`src/jtag_pin_map.vh`:
```
// Purpose: Constants for the scan-pin sharing block
// Assumes: 10 MHz system clock
// Notes:   Included by the pin mux and its TAP tracker
`ifndef JTAG_PIN_MAP_VH
`define JTAG_PIN_MAP_VH

// TAP state codes (4 bits)
`define TAP_RESET       4'h0
`define TAP_IDLE        4'h1
`define TAP_SEL_DR      4'h2
`define TAP_CAP_DR      4'h3
`define TAP_SHIFT_DR    4'h4
`define TAP_EXIT1_DR    4'h5
`define TAP_PAUSE_DR    4'h6
`define TAP_EXIT2_DR    4'h7
`define TAP_UPD_DR      4'h8
`define TAP_SEL_IR      4'h9
`define TAP_CAP_IR      4'hA
`define TAP_SHIFT_IR    4'hB
`define TAP_EXIT1_IR    4'hC
`define TAP_PAUSE_IR    4'hD
`define TAP_EXIT2_IR    4'hE
`define TAP_UPD_IR      4'hF

// Reset value of the pin-mode control
`define MODE_RST_DEDICATED 1'h0

// Reset value of the test-reset reservation register (not reserved)
`define TRST_RSV_RST       1'h0

// Reset level of each pin synchroniser stage; mode-select high keeps the TAP in reset
`define PIN_SYNC_RST       1'h1

// Reset value of the last link clock sample; equals the synchroniser level so
// that reset release never shows a false rising edge
`define TCK_LAST_RST       1'h1

`endif

```
`src/tap_tracker.v`:
```
// Purpose: Scan TAP state machine, advanced on sampled link clock edges
// Assumes: Inputs already synchronised to i_sys_clk
// Notes:   Test reset clears the state asynchronously through the caller's reset
`timescale 1ns/1ps
`include "jtag_pin_map.vh"

module tap_tracker (
    // Clock and reset
    input  wire       i_sys_clk,
    input  wire       i_rst_n,
    // Sampled link
    input  wire       i_tck_rise,
    input  wire       i_tms,
    // State
    output reg  [3:0] o_state_reg
);

    reg [3:0] state_next;

    // Standard sixteen-state walk; five TMS-high edges reach reset from any state
    always @* begin
        state_next = o_state_reg;
        case (o_state_reg)
            `TAP_RESET:    state_next = i_tms ? `TAP_RESET    : `TAP_IDLE;
            `TAP_IDLE:     state_next = i_tms ? `TAP_SEL_DR   : `TAP_IDLE;
            `TAP_SEL_DR:   state_next = i_tms ? `TAP_SEL_IR   : `TAP_CAP_DR;
            `TAP_CAP_DR:   state_next = i_tms ? `TAP_EXIT1_DR : `TAP_SHIFT_DR;
            `TAP_SHIFT_DR: state_next = i_tms ? `TAP_EXIT1_DR : `TAP_SHIFT_DR;
            `TAP_EXIT1_DR: state_next = i_tms ? `TAP_UPD_DR   : `TAP_PAUSE_DR;
            `TAP_PAUSE_DR: state_next = i_tms ? `TAP_EXIT2_DR : `TAP_PAUSE_DR;
            `TAP_EXIT2_DR: state_next = i_tms ? `TAP_UPD_DR   : `TAP_SHIFT_DR;
            `TAP_UPD_DR:   state_next = i_tms ? `TAP_SEL_DR   : `TAP_IDLE;
            `TAP_SEL_IR:   state_next = i_tms ? `TAP_RESET    : `TAP_CAP_IR;
            `TAP_CAP_IR:   state_next = i_tms ? `TAP_EXIT1_IR : `TAP_SHIFT_IR;
            `TAP_SHIFT_IR: state_next = i_tms ? `TAP_EXIT1_IR : `TAP_SHIFT_IR;
            `TAP_EXIT1_IR: state_next = i_tms ? `TAP_UPD_IR   : `TAP_PAUSE_IR;
            `TAP_PAUSE_IR: state_next = i_tms ? `TAP_EXIT2_IR : `TAP_PAUSE_IR;
            `TAP_EXIT2_IR: state_next = i_tms ? `TAP_UPD_IR   : `TAP_SHIFT_IR;
            `TAP_UPD_IR:   state_next = i_tms ? `TAP_SEL_DR   : `TAP_IDLE;
            default:       state_next = `TAP_RESET;
        endcase
    end

    // Power-up lands in Test-Logic-Reset
    always @(posedge i_sys_clk or negedge i_rst_n) begin
        if (!i_rst_n) begin
            o_state_reg <= `TAP_RESET;
        end else if (i_tck_rise) begin
            o_state_reg <= state_next;
        end
    end

endmodule // tap_tracker

```
`src/jtag_pin_mode_control.v`:
```
// Purpose: Shares the boundary-scan pins between the test port and user I/O
// Assumes: Link clock far slower than i_sys_clk; all pin inputs asynchronous
// Notes:   Pull-up enables are outputs for the pad ring; no pad is modelled here
//          The two reservation straps are sampled every clock, so a change there lands one clock late
//          The reserved test-reset pin reaches the TAP reset without a synchroniser
//
// Functional notes
// - Mode-select pin is never routed to user logic, in either mode.
// - Dedicated mode keeps every scan pin except an unreserved test-reset pin for test use only.
// - Dedicated mode enables pull-ups on mode-select and data-in pins.
// - Dedicated mode: mode-select drives the standard TAP state walk.
// - Reservation option cleared means flexible mode, the default.
// - Flexible mode: data-in, clock, data-out roles chosen by the TAP state.
// - Flexible mode leaves mode-select and data-in pull-ups off.
// - TAP starts in Test-Logic-Reset at power-up.
// - Flexible mode in Test-Logic-Reset: three shared pins act as user I/O; here data-out is output only, o_user_tdo_in held at 0.
// - Rising link clock with mode-select low hands pins to the test port.
// - Reserved test-reset pin asynchronously resets the scan logic.
// - Reserved test-reset pin keeps its pull-up on always.
// - Unreserved test-reset pin is user I/O; unused means tristated output.
`timescale 1ns/1ps
`include "jtag_pin_map.vh"

module jtag_pin_mode_control (
    // Clock and reset
    input  wire i_sys_clk,
    input  wire i_rst_n,
    // Configuration (static straps)
    input  wire i_reserve_jtag,
    input  wire i_reserve_trst,
    input  wire i_trst_user_used,
    // Scan pins from the pads
    input  wire i_tms_pin,
    input  wire i_tck_pin,
    input  wire i_tdi_pin,
    input  wire i_trst_pin,
    // Test data out driven toward the pad
    input  wire i_tdo_test,
    // User logic driving the shared pins
    input  wire i_user_tck_out,
    input  wire i_user_tck_oe,
    input  wire i_user_tdi_out,
    input  wire i_user_tdi_oe,
    input  wire i_user_tdo_out,
    input  wire i_user_tdo_oe,
    input  wire i_user_trst_out,
    input  wire i_user_trst_oe,
    // Pad drive
    output reg  o_tck_out,
    output reg  o_tck_oe,
    output reg  o_tdi_out,
    output reg  o_tdi_oe,
    output reg  o_tdo_out,
    output reg  o_tdo_oe,
    output reg  o_trst_out,
    output reg  o_trst_oe,
    // Pull-up enables
    output reg  o_tms_pullup_en,
    output reg  o_tdi_pullup_en,
    output reg  o_trst_pullup_en,
    // Values seen by user logic
    output reg  o_user_tck_in,
    output reg  o_user_tdi_in,
    output reg  o_user_tdo_in,
    output reg  o_user_trst_in,
    // Test-port view
    output reg  o_test_owns_pins,
    output reg  o_tck_rise,
    output reg  o_tms_sync,
    output reg  o_tdi_sync,
    output reg  o_tap_reset,
    output reg  [3:0] o_tap_state
);

    // Pin positions inside the synchroniser vectors
    localparam integer PIN_TMS  = 0;
    localparam integer PIN_TCK  = 1;
    localparam integer PIN_TDI  = 2;
    localparam integer PIN_TRST = 3;
    localparam integer NUM_PINS = 4;

    // Raw pad inputs and their synchronised copies
    wire [NUM_PINS-1:0] pin_raw;
    wire [NUM_PINS-1:0] pin_sync;
    // Link clock edge detector and strap registers
    reg                 tck_last_reg;
    reg                 mode_flex_reg;
    reg                 trst_rsv_reg;
    // Named views of the synchronised pins
    wire                tms_s;
    wire                tck_s;
    wire                tdi_s;
    wire                trst_s;
    // TAP reset and link clock edge inputs, TAP state and its reset-state decode
    wire [3:0]          state;
    wire                tap_rst_n;
    wire                tck_rise;
    wire                in_reset;
    genvar              gi;

    // Gather the asynchronous pad inputs in one vector
    assign pin_raw[PIN_TMS]  = i_tms_pin;
    assign pin_raw[PIN_TCK]  = i_tck_pin;
    assign pin_raw[PIN_TDI]  = i_tdi_pin;
    assign pin_raw[PIN_TRST] = i_trst_pin;

    // One two-flop synchroniser per pin; only the second stage is read, so a
    // metastable first stage never reaches the TAP or the pad steering
    generate
        for (gi = 0; gi < NUM_PINS; gi = gi + 1) begin : g_sync
            reg stage1_reg;
            reg stage2_reg;
            always @(posedge i_sys_clk or negedge i_rst_n) begin
                if (!i_rst_n) begin
                    stage1_reg <= `PIN_SYNC_RST;
                    stage2_reg <= `PIN_SYNC_RST;
                end else begin
                    stage1_reg <= pin_raw[gi];
                    stage2_reg <= stage1_reg;
                end
            end
            assign pin_sync[gi] = stage2_reg;
        end
    endgenerate

    // Named views used by the rest of the block
    assign tms_s  = pin_sync[PIN_TMS];
    assign tck_s  = pin_sync[PIN_TCK];
    assign tdi_s  = pin_sync[PIN_TDI];
    assign trst_s = pin_sync[PIN_TRST];

    // Last sampled link clock; its reset level matches the synchroniser's so
    // the release of reset is never mistaken for a rising link clock edge
    always @(posedge i_sys_clk or negedge i_rst_n) begin
        if (!i_rst_n) begin
            tck_last_reg <= `TCK_LAST_RST;
        end else begin
            tck_last_reg <= tck_s;
        end
    end

    // Straps caught after reset release, never loaded under reset
    always @(posedge i_sys_clk or negedge i_rst_n) begin
        if (!i_rst_n) begin
            mode_flex_reg <= `MODE_RST_DEDICATED;
            trst_rsv_reg  <= `TRST_RSV_RST;
        end else begin
            mode_flex_reg <= ~i_reserve_jtag;
            trst_rsv_reg  <= i_reserve_trst;
        end
    end

    // Edge of the sampled link clock; limitation: clock must be < sys/4
    assign tck_rise = tck_s & ~tck_last_reg;

    // Reserved test-reset pin clears the TAP without the clock
    // Hazard: a raw pad sits in this reset path, so a glitch on it resets the TAP
    assign tap_rst_n = i_rst_n & ~(trst_rsv_reg & ~i_trst_pin);

    tap_tracker u_tap (
        .i_sys_clk   (i_sys_clk),
        .i_rst_n     (tap_rst_n),
        .i_tck_rise  (tck_rise),
        .i_tms       (tms_s),
        .o_state_reg (state)
    );

    assign in_reset = (state == `TAP_RESET);

    // Pin ownership and pad steering
    always @* begin
        // Dedicated: test always; flexible: test outside reset only
        o_test_owns_pins = ~mode_flex_reg | ~in_reset;
        o_tck_out        = 1'h0;
        o_tck_oe         = 1'h0;
        o_tdi_out        = 1'h0;
        o_tdi_oe         = 1'h0;
        o_tdo_out        = i_tdo_test;
        o_tdo_oe         = 1'h1;
        o_user_tck_in    = 1'h0;
        o_user_tdi_in    = 1'h0;
        o_user_tdo_in    = 1'h0;
        if (!o_test_owns_pins) begin
            o_tck_out     = i_user_tck_out;
            o_tck_oe      = i_user_tck_oe;
            o_tdi_out     = i_user_tdi_out;
            o_tdi_oe      = i_user_tdi_oe;
            o_tdo_out     = i_user_tdo_out;
            o_tdo_oe      = i_user_tdo_oe;
            o_user_tck_in = tck_s;
            o_user_tdi_in = tdi_s;
            o_user_tdo_in = 1'h0; // Output-only pad path toward user logic
        end
    end

    // Pull-ups only in dedicated mode; in flexible mode the board provides them
    always @* begin
        o_tms_pullup_en  = ~mode_flex_reg;
        o_tdi_pullup_en  = ~mode_flex_reg;
    end

    // Test-reset pin: reserved input with pull-up, or plain user I/O
    always @* begin
        o_trst_pullup_en = trst_rsv_reg;
        o_trst_out       = trst_rsv_reg ? 1'h0 : i_user_trst_out;
        o_trst_oe        = trst_rsv_reg ? 1'h0 : (i_trst_user_used & i_user_trst_oe);
        o_user_trst_in   = trst_rsv_reg ? 1'h0 : trst_s;
    end

    // Test-port view; mode-select never reaches user logic
    always @* begin
        o_tms_sync       = tms_s;
        o_tdi_sync       = o_test_owns_pins & tdi_s;
        o_tck_rise       = tck_rise;
        o_tap_reset      = in_reset;
        o_tap_state      = state;
    end

endmodule // jtag_pin_mode_control

```
`config.mk`:
```
export PLATFORM = sky130hd
export DESIGN_NAME = jtag_pin_mode_control
export DESIGN_NICKNAME = d
export VERILOG_FILES = /design/src/tap_tracker.v /design/src/jtag_pin_mode_control.v
export VERILOG_INCLUDE_DIRS = /design/src
export SDC_FILE = /design/constraint.sdc
export NUM_CORES = 1
export LEC_CHECK = 0
export BUFFER_PORTS_ARGS = -buffer_cell sky130_fd_sc_hd__buf_2
export CAP_MARGIN = 0
export CORE_MARGIN = 5
export CORE_UTILIZATION = 46
export CTS_CLUSTER_DIAMETER = 80
export CTS_CLUSTER_SIZE = 24
export DETAILED_ROUTE_END_ITERATION = 8
export PLACE_DENSITY = 0.82
export SYNTH_ARGS = -nofsm -noshare
export SYNTH_HDL_FRONTEND = slang
export SYNTH_SLANG_ARGS = --single-unit
```
`constraint.sdc`:
```
create_clock -name i_sys_clk -period 2.2 [get_ports i_sys_clk]
set_clock_uncertainty 0.15 [all_clocks]
set_input_delay 0.44 -clock i_sys_clk [delete_from_list [all_inputs] [get_ports i_sys_clk]]
set_output_delay 0.44 -clock i_sys_clk [all_outputs]
set_load 0.01 [all_outputs]
```
* Yosys cells after proc, flatten, opt, wreduce, memory -nomap -nowiden
Cells that the tools add are included.
** Storage, ports and cells
- Flip-flop bits (word level) :: 15
- Output and inout port bits :: 24
- Input bits :: 18
- Logic and storage cells :: 67
** Operators by class
- Eq/ne operators :: 15
- Bitwise logic cells :: 12
- Reductions and logical operators :: 4
- Mux-type cells :: 24
** Operator list (count)
- one-hot mux 4 bit (12 select lines) :: 1
- equality test 4 bit, second input constant :: 8
- equality test 4 x 3 -> 1 bit, second input constant :: 4
- two-way mux 4 bit :: 4
- two-way mux 1 bit :: 14
- equality test 4 x 2 -> 1 bit, second input constant :: 2
- two-way mux 2 bit :: 3
- two-way mux 3 bit :: 2
- inverter 1 bit :: 6
- bitwise AND 1 bit :: 5
- equality test 4 x 1 -> 1 bit, second input constant :: 1
- logical NOT 4 bit :: 1
- OR reduction 2 bit :: 2
- OR reduction 3 bit :: 1
- bitwise OR 1 bit :: 1

* Logic depth before layout (Yosys ltp)
Gate-level depths: netlist (run 1).
- Depth in word-level cells :: 4
- Depth in mapped cells :: 5

* By module
From an unflattened synthesis (run 1), not the netlist that was laid out.
** Second synthesis, totals
- Cells, all modules :: 81
- Area total of the unflattened synthesis :: 857.1 um^2
** Modules (own cells, without submodules)
- jtag_pin_mode_control :: instances 1, area each 456.7 um^2, cells an instance 34
- tap_tracker :: instances 1, area each 400.4 um^2, cells an instance 47

* Worst setup path after synthesis (run 1)
Ideal clock, no wire load.
- Path kind :: reg-to-output
- Start :: register u_tap.o_state_reg[1]
- End :: output o_tdi_sync
- Cell stages (with the launch flop) :: 5
- Arrival time :: 1321 ps
- Path buffers :: 0
- Slack :: 289 ps
- Path through :: dfrtp_1 -> nor4_4 -> and2_4 -> inv_2 -> and2_1
** Between the ends
- Cells in the longest elaborated chain, start to end :: 4
** Ends and longest elaborated chain
- start, declared :: line tap_tracker.v:15 : output reg [3:0] o_state_reg
- start signal, assigned :: line tap_tracker.v:47 : o_state_reg <= `TAP_RESET;
- start signal, assigned :: line tap_tracker.v:49 : o_state_reg <= state_next;
- logical NOT 4 bit
- named net o_tap_reset :: line jtag_pin_mode_control.v:71 : output reg o_tap_reset,
- inverter 1 bit :: line jtag_pin_mode_control.v:173 : o_test_owns_pins = ~mode_flex_reg | ~in_reset;
- bitwise OR 1 bit :: line jtag_pin_mode_control.v:173
- named net o_test_owns_pins :: line jtag_pin_mode_control.v:67 : output reg o_test_owns_pins,
- bitwise AND 1 bit :: line jtag_pin_mode_control.v:213 : o_tdi_sync = o_test_owns_pins & tdi_s;
- end, declared :: line jtag_pin_mode_control.v:70 : output reg o_tdi_sync,
The timed path passes the listed nets, and every way through them passes these cells.

* Worst setup path in the final report (run 1)
- Start :: register u_tap.o_state_reg[3]
- End :: output o_tdi_sync
** Between the ends
- Cells in the longest elaborated chain, start to end :: 4
** Ends and longest elaborated chain (line)
- logical NOT 4 bit
- inverter 1 bit :: jtag_pin_mode_control.v:173
- bitwise OR 1 bit :: jtag_pin_mode_control.v:173
- bitwise AND 1 bit :: jtag_pin_mode_control.v:213
Every way passes these cells.

==> flow_summary.toml, run 1 <==
[cts]
clkSlewWorstSetupHoldPaths_ns = 0.08
clockRootBuffer = "clkbuf_4"
numCtsBuffers = 3
clockBufferDepth = 2
cts_sinks = 15
ctsResizeCount = 0
cts_htree_levels = 1
clkLatencyLatePin_ns = 0.28
cts_tree = "built"

[logic_synthesis]
seq_area_frac_synth = 0.4960
synth_top_cell_area_share = 0.3034
synth.ff_latch_count = 15
syn-cell-area_um2 = 779.5
synth_ff_type = "dfstp_2"
ys_warn_count = 0
yosysTopAreaCell = "dfstp_2"
async_flop_share = 1.000
yosysMostFrequentCell = "dfstp_2"
syn_nets = 99
synth_edf_count = 0
synthTopCellsByArea = "dfstp_2, dfrtp_1, and3_1"
synth_commonest_cells = "dfstp_2, a21oi_1, and3_1, dfrtp_1, o21ai_0"
syn_area_per_cell_um2 = 9.623
synth_cell_types = 32
syn-instance-count = 81

[grt]
antenna_found_initial = 0
grt_max_degree = 16
grt_pass1_vias = 618
grt_pass1_wl_mm = 2.773
top_usage_layer = "met2"
grtUsageMet2 = 0.2146
track_usage = 0.1394
met3_usage = 0.06686
grt_use_met1 = 0.1741
grt.overflow.total = 0

[floorplanning]
die_area_um2 = 2618
dieWidth_um = 51.17
start_util = 0.5000
pin_count = 42
rows = 14
dieHeight_um = 51.17
core_um2 = 1559

[sta]
tightestPinTransition_ns = 0.5242
timing.hold.ws_ns = 0.09244
hold_viol = 0
max_freq_mhz = 479.1
fin_ws_ns = 0.1125
setup_viol = 0
fin_crit_sh = 0.9488
drv_slew = 0
maxSlewHeadroom = 0.6474
finalCriticalPeriod_ns = 2.087
rsz0062_at_grt = "no"
fin_tns_setup_ns = 0

[power_and_ir_drop]
ir_drop_mv = 0.5488
power_mw = 1.057
power_density_nw_per_um2 = 1022
p_leak_nw = 0.5441

[layout]
syn2layout_area_growth_pct = 32.74
fin_cells = 140
fillCellCount = 125
nets = 143
post_route_cells_drive_above_1_share = 0.5081
insertedDiodeCount = 0

[route]
drcViolationCount = 0
vias = 724
via_per_inst = 5.171
drtIter0Drc = 14
avgRoutedWirePerCell_um = 11.73
first_pass_iters = 4
ant_nets = 0
drt-total-wl_mm = 1.642

[setup_path]
critPathKind = "register to primary output"
crit_path_max_fanout = 3
crit_chain = "nor4_4 > and2_4 > inv_2 > and2_1 > buf_2"
max_stage_delay_ns = 0.41
worstPathRequired_ns = 1.61
cp.arrival_ns = 1.50
crit_path_top_delay_cell = "dfrtp_1"
cp-start-kind = "register"
cp-end-kind = "primary output"

[place]
portBuffers = 40
pre_cts_ws_ns = 0.2666
routabilityCongestion = 0.7092
place_inst = 134
hpwl_mm = 1.253

[hold_path]
holdCritPathClass = "input port to register"

[flow_run]
maxCapViolCount = 0

[status]
outcome = "complete, no violations"
-- cells by family (layout without fill, tap and decap cells) --
logic type	Yosys count	count (layout)	share of synthesized area
and+or+nand+nor	31	31	0.2488
buffers and inverters	14	57	0.08989
muxes	1	1	0.01284
AOI/OAI and AO/OA	19	19	0.1477
other	1	1	0.004811
DFF	15	15	0.4960
-- worst paths after layout --
kind                                                  start                          endpoint  slack (ns)  cells after the start
hold reg to reg              g_sync[0].stage1_reg$_DFF_PN1_              o_tms_sync$_DFF_PN1_        0.20                      0
max in group asynchronous                           i_rst_n  u_tap.o_state_reg[3]$_DFFE_PN0P_        0.76                      3
setup / recovery           u_tap.o_state_reg[3]$_DFFE_PN0P_                        o_tdi_sync        0.11                      5
hold / removal                                    i_tdi_pin    g_sync[2].stage1_reg$_DFF_PN1_        0.09                      1
setup reg to reg                       o_tms_sync$_DFF_PN1_  u_tap.o_state_reg[0]$_DFFE_PN0P_        0.76                      4
min in group asynchronous                        i_trst_pin  u_tap.o_state_reg[1]$_DFFE_PN0P_        0.11                      3
-- cell usage in the layout (no fill, tap or decap) --
cell type and count:
a211oi_1 1, a21boi_0 1, a21oi_1 6, a221oi_1 1, a22oi_1 1, and2_1 2
and2_4 1, and3_1 6, buf_2 40, buf_4 6, clkbuf_4 3, clkinv_2 1
conb_1 1, dfrtp_1 6, dfstp_2 9, dlygate4sd3_1 1, inv_1 4, inv_2 2
mux2i_1 1, nand2_1 5, nand2b_1 3, nand3_1 2, nand4_1 1, nor2_1 2
nor2b_1 4, nor3_1 1, nor3b_1 1, nor4_1 1, nor4_4 1, nor4b_1 1
o2111ai_1 1, o211ai_1 1, o21ai_0 6, o31ai_1 1
-- layer usage --
| layer | vias to the layer above | wire length, um |
|---|---|---|
| met5 | - | 0 |
| li1 | 361 | - |
| met3 | 2 | 236 |
| met1 | 324 | 672 |
| met4 | 0 | 9 |
| met2 | 37 | 724 |
-- report_power, final --
group / leakage (nW) / switching [mW] / internal, mW
combinational: 0.358 / 0.302 / 0.237
sequential: 0.169 / 0.0419 / 0.326
clock: 0.0177 / 0.0827 / 0.0676
total: 0.544 / 0.426 / 0.631
-- timing repair --
| item | CTS | global route |
|---|---|---|
| setup buffers | 1 | 0 |
| hold buffers | 1 | 0 |
| endpoints found under the hold margin | 2 | 0 |
| endpoints found under the setup margin | 2 | 0 |
-- layout make-up --
| cell class | instances | area (um2) | share of cell area |
|---|---|---|---|
| timing repair buffer | 47 | 255.2 | 0.2467 |
| clock inverter | 1 | 5.005 | 0.004837 |
| sequential | 15 | 386.6 | 0.3736 |
| tap | 16 | 20.02 | 0.01935 |
| inverter | 6 | 22.52 | 0.02177 |
| clock buffer | 3 | 22.52 | 0.02177 |
| multi-input combinational | 52 | 322.8 | 0.3120 |
-- critical path: cells and delay by family (launching register included) --
kind | cells | cell delay, ns
buffers and inverters | 2 | 0.17
DFF | 1 | 0.41
and+or+nand+nor | 3 | 0.63
-- stage by stage --
stage                     utilization  cell area (um2)
after floorplan                     -            779.5
after global routing           0.6637             1035
after global placement         0.6348            989.7
after detailed placement       0.6348            989.7
final                          0.6637             1035
after CTS                      0.6637             1035
(Power assumes the default switching activity.)
==> run 2, diff against run 1 <==
- BUFFER_PORTS_ARGS: -buffer_cell sky130_fd_sc_hd__buf_2 -> unset
- CAP_MARGIN: 0 -> unset
- CORE_UTILIZATION: 46 -> 60
- DONT_BUFFER_PORTS: unset -> 1
- PLACE_DENSITY: 0.82 -> 0.76
==> flow_summary.toml, run 2 (same netlist as run 1, synthesis figures left out) <==
[route]
drt-total-wl_mm = 1.660
via_per_inst = 6.078
vias = 626
drcViolationCount = 0
avgRoutedWirePerCell_um = 16.12
drtIter0Drc = 17
first_pass_iters = 4
ant_nets = 0

[floorplanning]
pin_count = 42
rows = 13
dieHeight_um = 46.05
core_um2 = 1269
dieWidth_um = 46.05
start_util = 0.6144
die_area_um2 = 2120

[layout]
insertedDiodeCount = 0
fin_cells = 103
design_area_um2 = 873.3
final_common_cell = "dfstp_2"
syn2layout_area_growth_pct = 12.04
utilization = 0.6884
post_route_cells_drive_above_1_share = 0.2614
nets = 107

[power_and_ir_drop]
ir_drop_mv = 0.6038
power_density_nw_per_um2 = 1124
p_leak_nw = 0.3897

[grt]
grt_pass1_wl_mm = 2.573
grt.overflow.total = 0
grt_pass1_vias = 576
grt_max_degree = 16
track_usage = 0.1800
antenna_found_initial = 0

[setup_path]
critPathKind = "register to primary output"
cp.arrival_ns = 1.43
cp-start-kind = "register"
worstPathRequired_ns = 1.61
cp-end-kind = "primary output"
crit_path_max_fanout = 3

[cts]
cts_sinks = 15
clockBufferDepth = 2
clkSlewWorstSetupHoldPaths_ns = 0.09
numCtsBuffers = 3
clkLatencyLatePin_ns = 0.28
ctsResizeCount = 0
cts_htree_levels = 1
cts_tree = "built"
clockRootBuffer = "clkbuf_4"
postCtsSetupBuffers = 0

[sta]
fin_crit_sh = 0.9193
tightestPinTransition_ns = 0.6058
setup_viol = 0
fin_tns_setup_ns = 0
hold_viol = 0
maxSlewHeadroom = 0.5925
rsz0062_at_grt = "no"
drv_slew = 0
fin_ws_ns = 0.1775
max_freq_mhz = 494.4
finalCriticalPeriod_ns = 2.023

[place]
hpwl_mm = 1.233
place_inst = 94
pre_cts_ws_ns = 0.4736
routabilityCongestion = 0.6953
post_dp_cell_area_um2 = 795.8
portBuffers = 0

[flow_run]
maxCapViolCount = 0

[hold_path]
holdCritPathClass = "input port to asynchronous set/reset pin"

[status]
outcome = "complete, no violations"
==> run 2: per-stage QoR <==
step,total power [mW],hold WS [ns]
after floorplan,0.7212,-0.005591
after global placement,0.8064,-0.005392
after detailed placement,0.8263,-0.005379
after CTS,0.9888,0.02295
after global routing,1.062,0.00002959
final,0.9819,0.02171
==> run 2: worst paths after layout <==
kind | endpoint | slack, ns | start | cells after the start
min | u_tap.o_state_reg[0]$_DFFE_PN0P_ | 0.02 | i_rst_n | 1
max in group asynchronous | o_tms_sync$_DFF_PN1_ | 1.15 | i_rst_n | 1
min reg2reg | g_sync[3].stage2_reg$_DFF_PN1_ | 0.22 | g_sync[3].stage1_reg$_DFF_PN1_ | 0
max | o_tdi_sync | 0.18 | u_tap.o_state_reg[1]$_DFFE_PN0P_ | 4
max reg2reg | u_tap.o_state_reg[0]$_DFFE_PN0P_ | 0.67 | tck_last_reg$_DFF_PN1_ | 4
min in group i_sys_clk | o_trst_pullup_en$_DFF_PN0_ | 0.03 | i_reserve_trst | 0
==> run 2: metal layers <==
layer  GRT usage  wire length, um
met1      0.1850              614
met2      0.3132              837
met3     0.07115              186
met4     0.08523               22
met5           0                0
==> run 2: worst max-delay path, stage by stage, from the launching register on <==
cell and delay, ns:
dfrtp_1 0.42, nor4_4 0.31, and2_4 0.20, inv_2 0.05, and2_1 0.18
==> run 2: power by group <==
part	internal, mW	switching, mW	total [mW]
clock network	0.0674	0.0844	0.152
logic	0.177	0.281	0.458
registers	0.326	0.0456	0.372
total	0.571	0.411	0.982
==> run 2: repair_timing <==
action | in CTS | in global routing
hold buffers | 5 | 0
hold endpoints to repair | 15 | 0
setup endpoints to repair | 0 | 0
==> run 2: cell type report <==
| type | count | area [um2] |
|---|---|---|
| repair buffers | 11 | 95.09 |
| clock inverters | 1 | 5.005 |
| fillers | 98 | 395.4 |
| clock buffers | 3 | 22.52 |
| inverters | 6 | 22.52 |
| multi-input cells | 52 | 322.8 |
| well taps | 15 | 18.77 |
| flip-flops and latches | 15 | 386.6 |
==> run 3, diff against run 2 <==
- CAP_MARGIN: unset -> 10
- clock period: 2.2 -> 2.5 ns (I/O delays scaled with it)
==> flow_summary.toml, run 3 (same netlist as run 1, synthesis figures left out) <==
[floorplanning]
die_area_um2 = 2120
dieHeight_um = 46.05
dieWidth_um = 46.05
pin_count = 42
rows = 13
start_util = 0.6144
core_um2 = 1269

[flow_run]
maxCapViolCount = 0

[layout]
syn2layout_area_growth_pct = 4.013
post_route_cells_drive_above_1_share = 0.2469
final_common_cell = "dfstp_2"
nets = 100
final_cell_mix = "dfstp_2, and3_1, o21ai_0, a21oi_1, dfrtp_1"
fin_cells = 96
fillCellCount = 100
insertedDiodeCount = 0

[sta]
tightestPinTransition_ns = 0.6218
drv_slew = 0
finalCriticalPeriod_ns = 2.252
fin_tns_setup_ns = 0
setup_viol = 0
hold_viol = 0
fin_crit_sh = 0.9009
max_freq_mhz = 444.0
rsz0062_at_grt = "no"
maxSlewHeadroom = 0.5817

[grt]
antenna_found_initial = 0
grt_pass1_vias = 524
grt.overflow.total = 0
grt_max_degree = 16
grt_pass1_wl_mm = 2.277
track_usage = 0.1489

[status]
outcome = "complete, no violations"

[route]
drcViolationCount = 0
drtIter0Drc = 8
avgRoutedWirePerCell_um = 14.80
vias = 571
drt-total-wl_mm = 1.421
first_pass_iters = 4
ant_nets = 0
via_per_inst = 5.948

[cts]
cts_sinks = 15
numCtsBuffers = 3
clkLatencyLatePin_ns = 0.27
clockBufferDepth = 2
clkSlewWorstSetupHoldPaths_ns = 0.08
cts_tree = "built"
clockRootBuffer = "clkbuf_4"
cts_htree_levels = 1

[setup_path]
reg2reg_from = "u_tap.o_state_reg[1]$_DFFE_PN0P_"
rr_endpoint = "u_tap.o_state_reg[0]$_DFFE_PN0P_"
crit_path_max_fanout = 12
cp_top_family = "simple AND/OR/NAND/NOR gates"
cp.arrival_ns = 1.60
max_stage_delay_ns = 0.55
cp-start-kind = "register"
rr_worst_depth = 4
r2r_setup_slack_ns = 0.95
cp-end-kind = "primary output"
crit_chain = "nor4_4 > and2_4 > inv_2 > and2_1"
worstPathRequired_ns = 1.85
crit_path_top_delay_cell = "dfrtp_1"
crit_buf_inv = 1
critPathKind = "register to primary output"

[power_and_ir_drop]
p_leak_nw = 0.3581
power_density_nw_per_um2 = 996.0
ir_drop_mv = 0.5421

[hold_path]
hold_path_depth = 0
worstHoldEndpoint = "g_sync[3].stage1_reg$_DFF_PN1_"
holdCritPathClass = "input port to register"
hp-start = "i_trst_pin"

[place]
hpwl_mm = 1.105
place_inst = 91
portBuffers = 0
routabilityCongestion = 0.8039
==> run 3: layout make-up <==
cell class	count	area, um2	area share
Sequential cell	15	386.6	0.4769
Multi-Input combinational cell	52	322.8	0.3981
Timing Repair Buffer	4	32.53	0.04012
Clock buffer	3	22.52	0.02778
Inverter	6	22.52	0.02778
Tap cell	15	18.77	0.02315
Clock inverter	1	5.005	0.006173
==> run 3: per-stage QoR <==
| step | setup slack [ns] | utilization | hold slack [ns] | cell area [um2] | power [mW] |
|---|---|---|---|---|---|
| 3_5_place_dp | 0.5338 | 0.6095 | 0.05462 | 773.2 | 0.6819 |
| 2_1_floorplan | 0.5294 | - | 0.05441 | 779.5 | 0.6347 |
| 6_report | 0.2478 | 0.6391 | 0.06735 | 810.8 | 0.8075 |
| 3_3_place_gp | 0.5518 | 0.6095 | 0.05461 | 773.2 | 0.6765 |
| 5_1_grt | 0.1546 | 0.6391 | 0.04293 | 810.8 | 0.8798 |
| 4_1_cts | 0.2237 | 0.6391 | 0.05910 | 810.8 | 0.8170 |
==> run 3: worst max-delay path by stage <==
stage                                     startpoint    endpoint  cells past startpoint
detailed placement  u_tap.o_state_reg[1]$_DFFE_PN0P_  o_tdi_sync                      4
finish              u_tap.o_state_reg[1]$_DFFE_PN0P_  o_tdi_sync                      4
global route        u_tap.o_state_reg[1]$_DFFE_PN0P_    o_tdi_oe                      3
CTS                 u_tap.o_state_reg[1]$_DFFE_PN0P_  o_tdi_sync                      4
global placement    u_tap.o_state_reg[1]$_DFFE_PN0P_  o_tdi_sync                      4
floorplan           u_tap.o_state_reg[1]$_DFFE_PN0P_  o_tdi_sync                      4
==> run 3: report_power, final <==
part | internal [mW] | leakage [nW] | switching, mW
Combinational | 0.122 | 0.172 | 0.157
Clock | 0.0591 | 0.0177 | 0.0703
Sequential | 0.285 | 0.169 | 0.114
==> run 3: routing by layer <==
layer  part of all wire  GRT usage
met4             0.0028    0.05114
met5                  0          0
met1               0.38     0.1870
met2               0.48     0.2445
met3               0.14    0.03953
==> run 3: repair_timing <==
action / 4_1_cts / 5_1_grt
gates resized for setup: 0 / 0
setup endpoints to repair: 0 / 0
endpoints found under the hold margin: 11 / 0
hold buffers: 1 / 0
setup buffers: 0 / 0
